## src/ir_adc_regs.svh

```systemverilog
`ifndef IR_ADC_REGS_SVH
`define IR_ADC_REGS_SVH
// What this block does
// - IR ambient integration time is stretched by two to the three-bit scale code.
// - Bit 5 of conversion options selects high signal range, gain divided by 14.5.
// - Both IR parameters only work on sequencer revision A03 or newer.
// - Interrupt pin is open drain and only ever pulls low.
// - Both IR parameters reset to all zeros: unity scale, normal range.

// Register offsets.
`define OFS_IR_SCALE    8'h1E
`define OFS_IR_OPTIONS  8'h1F
`define OFS_IRQ_STATUS  8'h20
`define OFS_IRQ_MASK    8'h21
`define OFS_BLOCK_STATE 8'h22

// Field positions and widths.
`define SCALE_MSB       2
`define OPT_MSB         5
`define OPT_SPAN_BIT    5
`define EVT_DONE        0
`define EVT_REJECT      1
`define EVT_COUNT       2

// Reset values.
`define RST_IR_SCALE    3'h0
`define RST_IR_OPTIONS  6'h00

// Revision gate; parameters exist from this sequencer revision on.
`define REV_A03         8'h03

// Timing: one converter clock is 50 ns at the 5 ns system clock.
`define SYS_CLK_NS      5
`define ADC_CLK_NS      50
`define ADC_DIV_CYC     (`ADC_CLK_NS / `SYS_CLK_NS)
`define INTEG_ADC_CLKS  16
`endif

```

## src/ir_adc_pkg.sv

```systemverilog
package ir_adc_pkg;
  // Conversion sequencer states, Gray coded along idle, integrate, done.
  typedef enum logic [1:0] {
    ST_IDLE  = 2'b00,
    ST_INTEG = 2'b01,
    ST_DONE  = 2'b11
  } conv_state_type;
  typedef logic [7:0] byte_type;
endpackage : ir_adc_pkg

```

## src/ir_ambient_adc_param_config.sv

```systemverilog
// Implementation choice: the strobed register port.
`timescale 1ns/100ps
`include "ir_adc_regs.svh"

module ir_ambient_adc_param_config #(
  parameter logic [7:0] SEQ_REVISION = 8'h03
) (
  input  wire logic                clk_sys,
  input  wire logic                arst_n,
  input  wire ir_adc_pkg::byte_type regAddr,
  input  wire ir_adc_pkg::byte_type regWdata,
  input  wire logic                regWr,
  input  wire logic                regRd,
  output ir_adc_pkg::byte_type     regRdata,
  input  wire logic                convStart,
  output logic                     convBusy,
  output logic                     adcClkEn,
  output logic [2:0]               scaleCode,
  output logic                     rangeHigh,
  output logic                     irq,
  input  wire logic                intPinIn,
  output logic                     intPinOut,
  output logic                     intPinOe,
  output logic                     lowPowerEn
);
  import ir_adc_pkg::*;

  // Address match, shared by the write and read decoders.
  function automatic logic hit(input byte_type a, input byte_type ofs);
    hit = (a == ofs);
  endfunction : hit

  localparam logic paramsOn = (SEQ_REVISION >= `REV_A03);
  localparam logic [3:0] divLast = 4'(`ADC_DIV_CYC - 1);
  localparam logic [4:0] integLast = 5'(`INTEG_ADC_CLKS - 1);

  conv_state_type state_q;
  logic [`SCALE_MSB:0]   scale_q;
  logic [`OPT_MSB:0]     opts_q;
  logic [`EVT_COUNT-1:0] stat_q;
  logic [`EVT_COUNT-1:0] mask_q;
  logic [`EVT_COUNT-1:0] evtSet;
  logic [3:0]            div_q;
  logic [6:0]            stretch_q;
  logic [4:0]            integ_q;
  logic                  baseTick;
  logic                  stretchTick;
  logic                  strapDone_q;
  byte_type              rdata_q;
  logic                  irq_q;
  logic                  oe_q;
  logic                  busy_q;
  logic                  clkEn_q;
  logic [2:0]            curScale_q;
  logic                  curRange_q;
  logic                  lowPow_q;
  logic                  pinOut_q;

  // Parameter registers; on old revisions they do not exist and stay zero.
  always_ff @(posedge clk_sys or negedge arst_n) begin
    if (!arst_n) begin
      scale_q <= `RST_IR_SCALE;
      opts_q  <= `RST_IR_OPTIONS;
    end else if (regWr && paramsOn) begin
      if (hit(regAddr, `OFS_IR_SCALE)) begin
        scale_q <= regWdata[`SCALE_MSB:0];
      end else if (hit(regAddr, `OFS_IR_OPTIONS)) begin
        // Bits 5 to 0 are stored as written so a read-modify-write round trips.
        opts_q <= regWdata[`OPT_MSB:0];
      end
    end
  end

  // Interrupt mask register.
  always_ff @(posedge clk_sys or negedge arst_n) begin
    if (!arst_n) begin
      mask_q <= '0;
    end else if (regWr && hit(regAddr, `OFS_IRQ_MASK)) begin
      mask_q <= regWdata[`EVT_COUNT-1:0];
    end
  end

  // Events: conversion finished, and a start refused because one was running.
  assign evtSet[`EVT_DONE]   = (state_q == ST_DONE);
  assign evtSet[`EVT_REJECT] = convStart && (state_q != ST_IDLE);

  // Sticky status bits, write one to clear; a new event beats a clear.
  generate
    for (genvar i = 0; i < `EVT_COUNT; i++) begin : g_stat
      always_ff @(posedge clk_sys or negedge arst_n) begin
        if (!arst_n) begin
          stat_q[i] <= 1'b0;
        end else if (evtSet[i]) begin
          stat_q[i] <= 1'b1;
        end else if (regWr && hit(regAddr, `OFS_IRQ_STATUS) && regWdata[i]) begin
          stat_q[i] <= 1'b0;
        end
      end
    end
  endgenerate

  // Read port, data valid in the cycle after the strobe only.
  always_ff @(posedge clk_sys or negedge arst_n) begin
    if (!arst_n) begin
      rdata_q <= '0;
    end else if (!regRd) begin
      rdata_q <= '0;
    end else if (hit(regAddr, `OFS_IR_SCALE)) begin
      rdata_q <= paramsOn ? {5'h0, scale_q} : 8'h00;
    end else if (hit(regAddr, `OFS_IR_OPTIONS)) begin
      rdata_q <= paramsOn ? {2'h0, opts_q} : 8'h00;
    end else if (hit(regAddr, `OFS_IRQ_STATUS)) begin
      rdata_q <= {6'h00, stat_q};
    end else if (hit(regAddr, `OFS_IRQ_MASK)) begin
      rdata_q <= {6'h00, mask_q};
    end else if (hit(regAddr, `OFS_BLOCK_STATE)) begin
      rdata_q <= {6'h00, lowPow_q, busy_q};
    end else begin
      rdata_q <= '0;
    end
  end

  // Interrupt level and the open-drain pin; the pin is only ever pulled low.
  always_ff @(posedge clk_sys or negedge arst_n) begin
    if (!arst_n) begin
      irq_q    <= 1'b0;
      oe_q     <= 1'b0;
      pinOut_q <= 1'b0;
    end else begin
      irq_q    <= |(stat_q & mask_q);
      oe_q     <= |(stat_q & mask_q);
      pinOut_q <= 1'b0;
    end
  end

  // The pin level is caught once after reset release, before we can drive it.
  // A low line here means the host broke power-up rules, so low power stays off.
  always_ff @(posedge clk_sys or negedge arst_n) begin
    if (!arst_n) begin
      strapDone_q <= 1'b0;
      lowPow_q    <= 1'b0;
    end else if (!strapDone_q) begin
      strapDone_q <= 1'b1;
      lowPow_q    <= intPinIn;
    end
  end

  // Base converter clock enable, one pulse per 50 ns while integrating.
  assign baseTick = (div_q == divLast);
  always_ff @(posedge clk_sys or negedge arst_n) begin
    if (!arst_n) begin
      div_q <= '0;
    end else if (state_q != ST_INTEG || baseTick) begin
      div_q <= '0;
    end else begin
      div_q <= div_q + 4'h1;
    end
  end

  // Stretch divider: one converter clock every two to the scale base ticks.
  assign stretchTick = baseTick && (stretch_q == 7'((8'h01 << curScale_q) - 8'h01));
  always_ff @(posedge clk_sys or negedge arst_n) begin
    if (!arst_n) begin
      stretch_q <= '0;
    end else if (state_q != ST_INTEG || stretchTick) begin
      stretch_q <= '0;
    end else if (baseTick) begin
      stretch_q <= stretch_q + 7'h01;
    end
  end

  // Conversion sequencer. Settings are latched at start, so a later write
  // only affects the next conversion and never tears one in progress.
  always_ff @(posedge clk_sys or negedge arst_n) begin
    if (!arst_n) begin
      state_q    <= ST_IDLE;
      integ_q    <= '0;
      curScale_q <= '0;
      curRange_q <= 1'b0;
    end else begin
      case (state_q)
        ST_IDLE: begin
          if (convStart) begin
            state_q    <= ST_INTEG;
            integ_q    <= '0;
            curScale_q <= paramsOn ? scale_q : 3'h0;
            curRange_q <= paramsOn ? opts_q[`OPT_SPAN_BIT] : 1'b0;
          end
        end
        ST_INTEG: begin
          if (stretchTick) begin
            if (integ_q == integLast) begin
              state_q <= ST_DONE;
            end else begin
              integ_q <= integ_q + 5'h01;
            end
          end
        end
        ST_DONE: begin
          state_q <= ST_IDLE;
        end
        default: begin
          state_q <= ST_IDLE;
        end
      endcase
    end
  end

  // Registered converter-side outputs.
  always_ff @(posedge clk_sys or negedge arst_n) begin
    if (!arst_n) begin
      busy_q  <= 1'b0;
      clkEn_q <= 1'b0;
    end else begin
      busy_q  <= (state_q == ST_IDLE) ? convStart : (state_q == ST_INTEG && !(stretchTick && integ_q == integLast));
      clkEn_q <= stretchTick;
    end
  end

  assign regRdata   = rdata_q;
  assign convBusy   = busy_q;
  assign adcClkEn   = clkEn_q;
  assign scaleCode  = curScale_q;
  assign rangeHigh  = curRange_q;
  assign irq        = irq_q;
  assign intPinOut  = pinOut_q;
  assign intPinOe   = oe_q;
  assign lowPowerEn = lowPow_q;

  // Helper: cycles since the last converter clock in this conversion.
  logic [15:0] gap_q;
  logic        first_q;
  always_ff @(posedge clk_sys or negedge arst_n) begin
    if (!arst_n) begin
      gap_q   <= '0;
      first_q <= 1'b1;
    end else begin
      first_q <= 1'b0;
      gap_q   <= (state_q != ST_INTEG || stretchTick) ? 16'h0000 : gap_q + 16'h0001;
    end
  end
endmodule : ir_ambient_adc_param_config
```

## config.mk

```make
export PLATFORM = sky130hd
export DESIGN_NAME = ir_ambient_adc_param_config
export DESIGN_NICKNAME = d
export VERILOG_FILES = /design/src/ir_adc_pkg.sv /design/src/ir_ambient_adc_param_config.sv
export VERILOG_INCLUDE_DIRS = /design/src /design/src/src
export SDC_FILE = /design/constraint.sdc
export NUM_CORES = 1
export LEC_CHECK = 0
export ABC_AREA = 0
export BUFFER_PORTS_ARGS = -buffer_cell sky130_fd_sc_hd__buf_4
export CORE_ASPECT_RATIO = 2
export CORE_MARGIN = 5
export CORE_UTILIZATION = 55
export CTS_CLUSTER_SIZE = 24
export DETAILED_ROUTE_END_ITERATION = 7
export PLACE_DENSITY = 0.76
export SYNTH_ARGS = -nofsm -noshare
export SYNTH_HDL_FRONTEND = slang
export SYNTH_SLANG_ARGS = --single-unit
```

## constraint.sdc

```tcl
create_clock -name clk_sys -period 6.85 [get_ports clk_sys]
set_input_delay 0.3425 -clock clk_sys [delete_from_list [all_inputs] [get_ports clk_sys]]
set_output_delay 0.3425 -clock clk_sys [all_outputs]
set_load 0.01 [all_outputs]
```

* Yosys cells after proc, flatten, opt, wreduce, memory -nomap -nowiden
Index checks and enable logic that the tools add are counted. W data, S select, Z words.
Word-level totals: register bits after elaboration 48, input bits 22, output and inout bits 18, logic and storage cells 84
Operators by class: $add $sub $neg 4, equal/unequal tests 15, shift-type cells 1, mux-type cells 22, bitwise operators 2, reduce and logical (&&, ||, !) cells 23
Operators by type and width (number):
- $eq A8 B6 Y1 const B | 3
- $mux W6 | 3
- $eq A8 B5 Y1 const B | 2
- $mux W5 | 3
- $mux W7 | 2
- $mux W2 | 6
- $pmux W5 S2 | 1
- $reduce_bool A2 Y1 | 5
- $logic_and A1 B1 Y1 | 8
- $ne A2 B2 Y1 const B | 4
- $add A7 B1 Y7 const B | 1
- $eq A7 B7 Y1 | 1
- $shl A1 B3 Y7 const A | 1
- $sub A7 B1 Y7 const B | 1
- $reduce_and A3 Y1 | 2
- $add A5 B1 Y5 const B | 1
- $eq A5 B4 Y1 const B | 1
- $mux W1 | 5
- $add A4 B1 Y4 const B | 1
- $eq A4 B4 Y1 const B | 1
- $mux W4 | 1
- $pmux W2 S2 | 1
- $reduce_and A2 Y1 | 2
- $reduce_and A4 Y1 | 1
- other kinds (9) | 10

* Logic depth before layout (Yosys ltp)
depth after elaboration 8, gate-level depth with buffers 8, gate-level depth less buffers 8

* Worst setup path after synthesis
No wires, ideal clock.
kind reg-to-reg, start point register div_q[1], end point register integ_q[3], arrival time 2058 ps, slack 4664 ps, cell stages (with the launch flop) 8, buffers on the path 0, cells stage by stage dfrtp_1 > inv_1 > ha_1 > nand3b_1 > or4_4 > o31ai_4 > nand3_1 > mux2_1
Between the ends: cells in the longest elaborated chain, start to end 4
RTL lines:
- start: declaration | line ir_ambient_adc_param_config.sv:43 | logic [3:0] div_q;
- start signal: assignment | line ir_ambient_adc_param_config.sv:156 | div_q <= div_q + 4'h1;
- $eq A4 B4 Y1 | line ir_ambient_adc_param_config.sv:149 | assign baseTick = (div_q == divLast);
- $logic_and A1 B1 Y1 | line ir_ambient_adc_param_config.sv:161 | assign stretchTick = baseTick && (stretch_q == 7'((8'h01 << curScale_q) - 8'h01));
- $ne A2 B2 Y1 (no line)
- $reduce_and A4 Y1 (no line)
- end signal: assignment | line ir_ambient_adc_param_config.sv:195 | integ_q <= integ_q + 5'h01;
- end: declaration | line ir_ambient_adc_param_config.sv:45 | logic [4:0] integ_q;
No other way between the ends. A chain may end at the register's enable or synchronous reset.

* Final worst setup path
start point register curScale_q[2], in the netlist scaleCode[2], end point register integ_q[0]
Between the ends: cells in the longest elaborated chain, start to end 6
RTL lines:
- start: declaration | line ir_ambient_adc_param_config.sv:54 | logic [2:0] curScale_q;
- start signal: assignment | line ir_ambient_adc_param_config.sv:186 | curScale_q <= paramsOn ? scale_q : 3'h0;
- $shl A1 B3 Y7 | line ir_ambient_adc_param_config.sv:161
- $sub A7 B1 Y7 | line ir_ambient_adc_param_config.sv:161
- $eq A7 B7 Y1 | line ir_ambient_adc_param_config.sv:161
- $logic_and A1 B1 Y1 | line ir_ambient_adc_param_config.sv:161
- $ne A2 B2 Y1 (no line)
- $reduce_and A4 Y1 (no line)
No other way between the ends.

==> implementation parameters <==
Parameter                              Value

STA
  Final critical-path share of the clock period ... 0.366
  Fmax ... 0.399 GHz
  PnR worst setup slack ... 4340 ps
  Number of hold violations in the final report ... 0
  Worst hold slack after final layout ... 42.8 ps
  Time the worst path needs with I/O delays and setup ... 2510 ps
  Final Slew Violations ... 0
  Worst-margin pin slew ... 1080 ps
  TNS Setup ... 0 ps
  Unrepaired setup endpoints after global routing ... false
  Worst setup skew after layout ... 8.61 ps
  Finish-stage setup viols ... 0
  Headroom to the max-slew limit ... 0.281

Clock network
  TritonCTS clock tree ... done
  Latest clock arrival within the worst-skew pair ... 290 ps
  Number of buffers created by CTS ... 5
  CTS resizes ... 0
  Clk sink count ... 46
  Clock transition at the register clock pins on the worst setup and hold paths after CTS ... 80 ps
  Total of hold buffers inserted after clock tree synthesis ... 0
  Number of setup buffers added after CTS ... 0
  Maximum buffer depth of the clock tree ... 2
  Clock tree root buffer cell ... sky130_fd_sc_hd__clkbuf_8
  Number of levels in the clock H-tree ... 2

Yosys
  Share of Yosys cell area claimed by the top area cell type ... 0.523
  Cell with the most instances after synthesis ... sky130_fd_sc_hd__dfrtp_1
  Commonest register cell after synthesis ... sky130_fd_sc_hd__dfrtp_1
  Top cells by instance count after synthesis ... 46 x sky130_fd_sc_hd__dfrtp_1, 22 x sky130_fd_sc_hd__nor2_1, 17 x sky130_fd_sc_hd__mux2_2
  Post-Syn Area per Cell ... 11.2 sq um
  Number of warning messages in the yosys log ... 0
  Top post-synthesis cells by area ... sky130_fd_sc_hd__dfrtp_1 52%, sky130_fd_sc_hd__mux2_2 8.7%, sky130_fd_sc_hd__nor2_1 3.8%, sky130_fd_sc_hd__ha_1 2.8%, sky130_fd_sc_hd__nand2_1 2.6%
  Post-synthesis async set-or-reset flop share ... 1.00
  Cell type with the highest aggregate area in the netlist ... sky130_fd_sc_hd__dfrtp_1
  Cell count after synthesis ... 197
  Cell area after synthesis ... 2200 sq um
  Count of state elements after synthesis ... 46
  Number of enable-type register cells in the synthesized netlist ... 0
  Portion of the post-synthesis area used by sequential elements ... 0.523
  Yosys cell types ... 45

Power
  Power density of the placed cells ... 272 nW/um^2
  Peak supply drop ... 0.294 mV
  Switching power as a share of total power ... 0.262
  Internal Pwr Total ... 0.525 mW
  Clock power share ... 0.341
  Leak ... 1.30 nW
  Combinational group share of total power ... 0.178
  Switching power ... 0.187 mW
  Reg power frac ... 0.481

Detailed routing
  Routed via count ... 1567
  Routed wire per std cell ... 14.3 um
  Number of design-rule violations left by the first detailed-router iteration ... 11
  Average vias per placed instance ... 5.50
  Total Wirelength ... 4080 um
  Remaining antenna violation count after routing ... 0
  Detailed-router iteration count before antenna repair ... 4
  Remaining DRCs ... 0

Floorplanning
  Starting Density ... 0.567
  IO Count ... 40
  Die Width ... 54.7 um
  CORE AREA ... 3880 sq um
  Total die area ... 5450 sq um
  Row Count ... 32
  Vert. Die Dim ... 99.5 um

Hold path
  Class of the tightest hold or removal check ... in -> async

Worst setup path
  Kind of end point of the critical path ... flip-flop
  Crit path kind ... reg -> reg
  Data arrival time of the critical path ... 2680 ps
  Reg-to-reg critical path endpoint ... integ_q[0]
  Reg2reg setup slack ... 4340 ps
  Beginning of the critical path ... scaleCode[2]
  Maximum fanout encountered on the critical timing path ... 13
  Launch instance of the worst register-to-register path ... scaleCode[2]
  Req. time, crit path ... 7020 ps
  Number of cells on the worst reg-to-reg path ... 6
  Kind of start point of the critical path ... flip-flop

Run
  Total of max-cap violations ... 0

Global routing
  Total global-route track usage ... 0.168
  Residual overflow from global routing ... 0
  Wire length of the first global-routing pass ... 6810 um
  Top Usage Layer GRT ... met2
  Grt met1 use ... 0.184
  Pin count of the biggest net entering global routing ... 47
  Met2 capacity usage during global routing ... 0.299
  Via count of the first global-routing pass ... 1597
  GR Layer Usage met3 ... 0.0315
  Number of antenna violations at the first check in global routing ... 0

Placement
  Count of port buffers added during placement ... 34
  Post-detail-place hpwl ... 3000 um
  Worst setup timing slack at the placement stage ... 4380 ps
  Routability cong. ... 0.832

Cells and area
  Fraction of final layout cells with drive strength greater than 1 ... 0.286
  Area growth from synthesis to layout ... 18.9%
  Diodes inserted ... 0
  Number of nets in the layout ... 260

Run status
  Run status ... finished, final reports clean
## worst max-delay path, stage by stage, from the launching register on
cell                      delay (ps)
sky130_fd_sc_hd__dfrtp_1         510
sky130_fd_sc_hd__nor3_1          230
sky130_fd_sc_hd__a31oi_1          70
sky130_fd_sc_hd__or4_4           580
sky130_fd_sc_hd__o31ai_4         490
sky130_fd_sc_hd__nand2_1         190
sky130_fd_sc_hd__mux2_2          320
## state kept, by name (all words and copies together) (netlist names)
signal and count:
intPinOe 1, mask_q 2, stretch_q 7, scaleCode 3
regRdata 6, adcClkEn 1, integ_q 5, opts_q 6
stat_q 2, rangeHigh 1, div_q 4, convBusy 1
strapDone_q 1, lowPowerEn 1, scale_q 3, state_q 2
## power groups by stage
stage | clock network, mW | logic (mW) | registers, mW
finish | 0.243 | 0.127 | 0.342
global route | 0.257 | 0.149 | 0.348
CTS | 0.247 | 0.128 | 0.342
detailed placement | 0 | 0.127 | 0.348
global placement | 0 | 0.122 | 0.346
floorplan | 0 | 0.0936 | 0.339
## layout make-up
type / count / area, sq um
clock buffers: 6 / 82.6
clock inverters: 2 / 60.1
fillers: 313 / 1260
inverters: 6 / 22.5
multi-input cells: 140 / 983
flip-flops and latches: 46 / 1150
well taps: 51 / 63.8
repair buffers: 34 / 255
## cell families (layout without fill, tap and decap cells)
family                     Yosys count  count (layout)  synth area share
and+or+nand+nor                     79              79             0.193
DFF                                 46              46             0.523
AOI/OAI and AO/OA                   22              22            0.0761
muxes                               22              22             0.111
buffers and inverters               13              48            0.0341
xor gates and xnor gates             8               8            0.0318
adders and majority gates            5               5            0.0284
other                                2               4           0.00341
## cells in the final DEF, fill, tap and decap left out, types with 3 or more instances in the layout
| cell type | instances |
|---|---|
| sky130_fd_sc_hd__clkbuf_8 | 6 |
| sky130_fd_sc_hd__xor2_1 | 5 |
| sky130_fd_sc_hd__nor2_1 | 22 |
| sky130_fd_sc_hd__nor3b_1 | 3 |
| sky130_fd_sc_hd__xnor2_1 | 3 |
| sky130_fd_sc_hd__mux2_2 | 17 |
| sky130_fd_sc_hd__a21oi_1 | 4 |
| sky130_fd_sc_hd__conb_1 | 4 |
| sky130_fd_sc_hd__nor2b_1 | 4 |
| sky130_fd_sc_hd__nor3_1 | 4 |
| sky130_fd_sc_hd__dfrtp_1 | 46 |
| sky130_fd_sc_hd__nand4_1 | 3 |
| sky130_fd_sc_hd__and3_1 | 4 |
| sky130_fd_sc_hd__buf_4 | 34 |
| sky130_fd_sc_hd__nand3_1 | 5 |
| sky130_fd_sc_hd__and2_1 | 3 |
| sky130_fd_sc_hd__inv_1 | 6 |
| sky130_fd_sc_hd__mux2i_1 | 3 |
| sky130_fd_sc_hd__nand2_1 | 15 |
| sky130_fd_sc_hd__ha_1 | 5 |
| sky130_fd_sc_hd__a22o_1 | 4 |
## stage by stage
step	area [sq um]	instances	power, mW	utilization
2_1_floorplan	2210	199	0.433	-
3_3_place_gp	2480	277	0.469	0.638
3_5_place_dp	2480	277	0.474	0.638
4_1_cts	2620	285	0.717	0.674
5_1_grt	2620	285	0.754	0.674
6_report	2620	285	0.711	0.674
## layer usage
metal | routed length, um | vias up
met5 | 0 | -
met3 | 167 | 5
met4 | 49 | 0
li1 | - | 752
met2 | 2290 | 36
met1 | 1570 | 774
## worst max path at each step
stage	slack (ps)	cells after the start	endpoint
2_1_floorplan	4660	7	integ_q[3]
3_3_place_gp	4390	6	integ_q[3]
3_5_place_dp	4380	6	integ_q[3]
4_1_cts	4360	6	integ_q[0]
5_1_grt	4150	6	integ_q[0]
6_report	4340	6	integ_q[0]
Note: power is estimated with default switching activity, not from simulation.
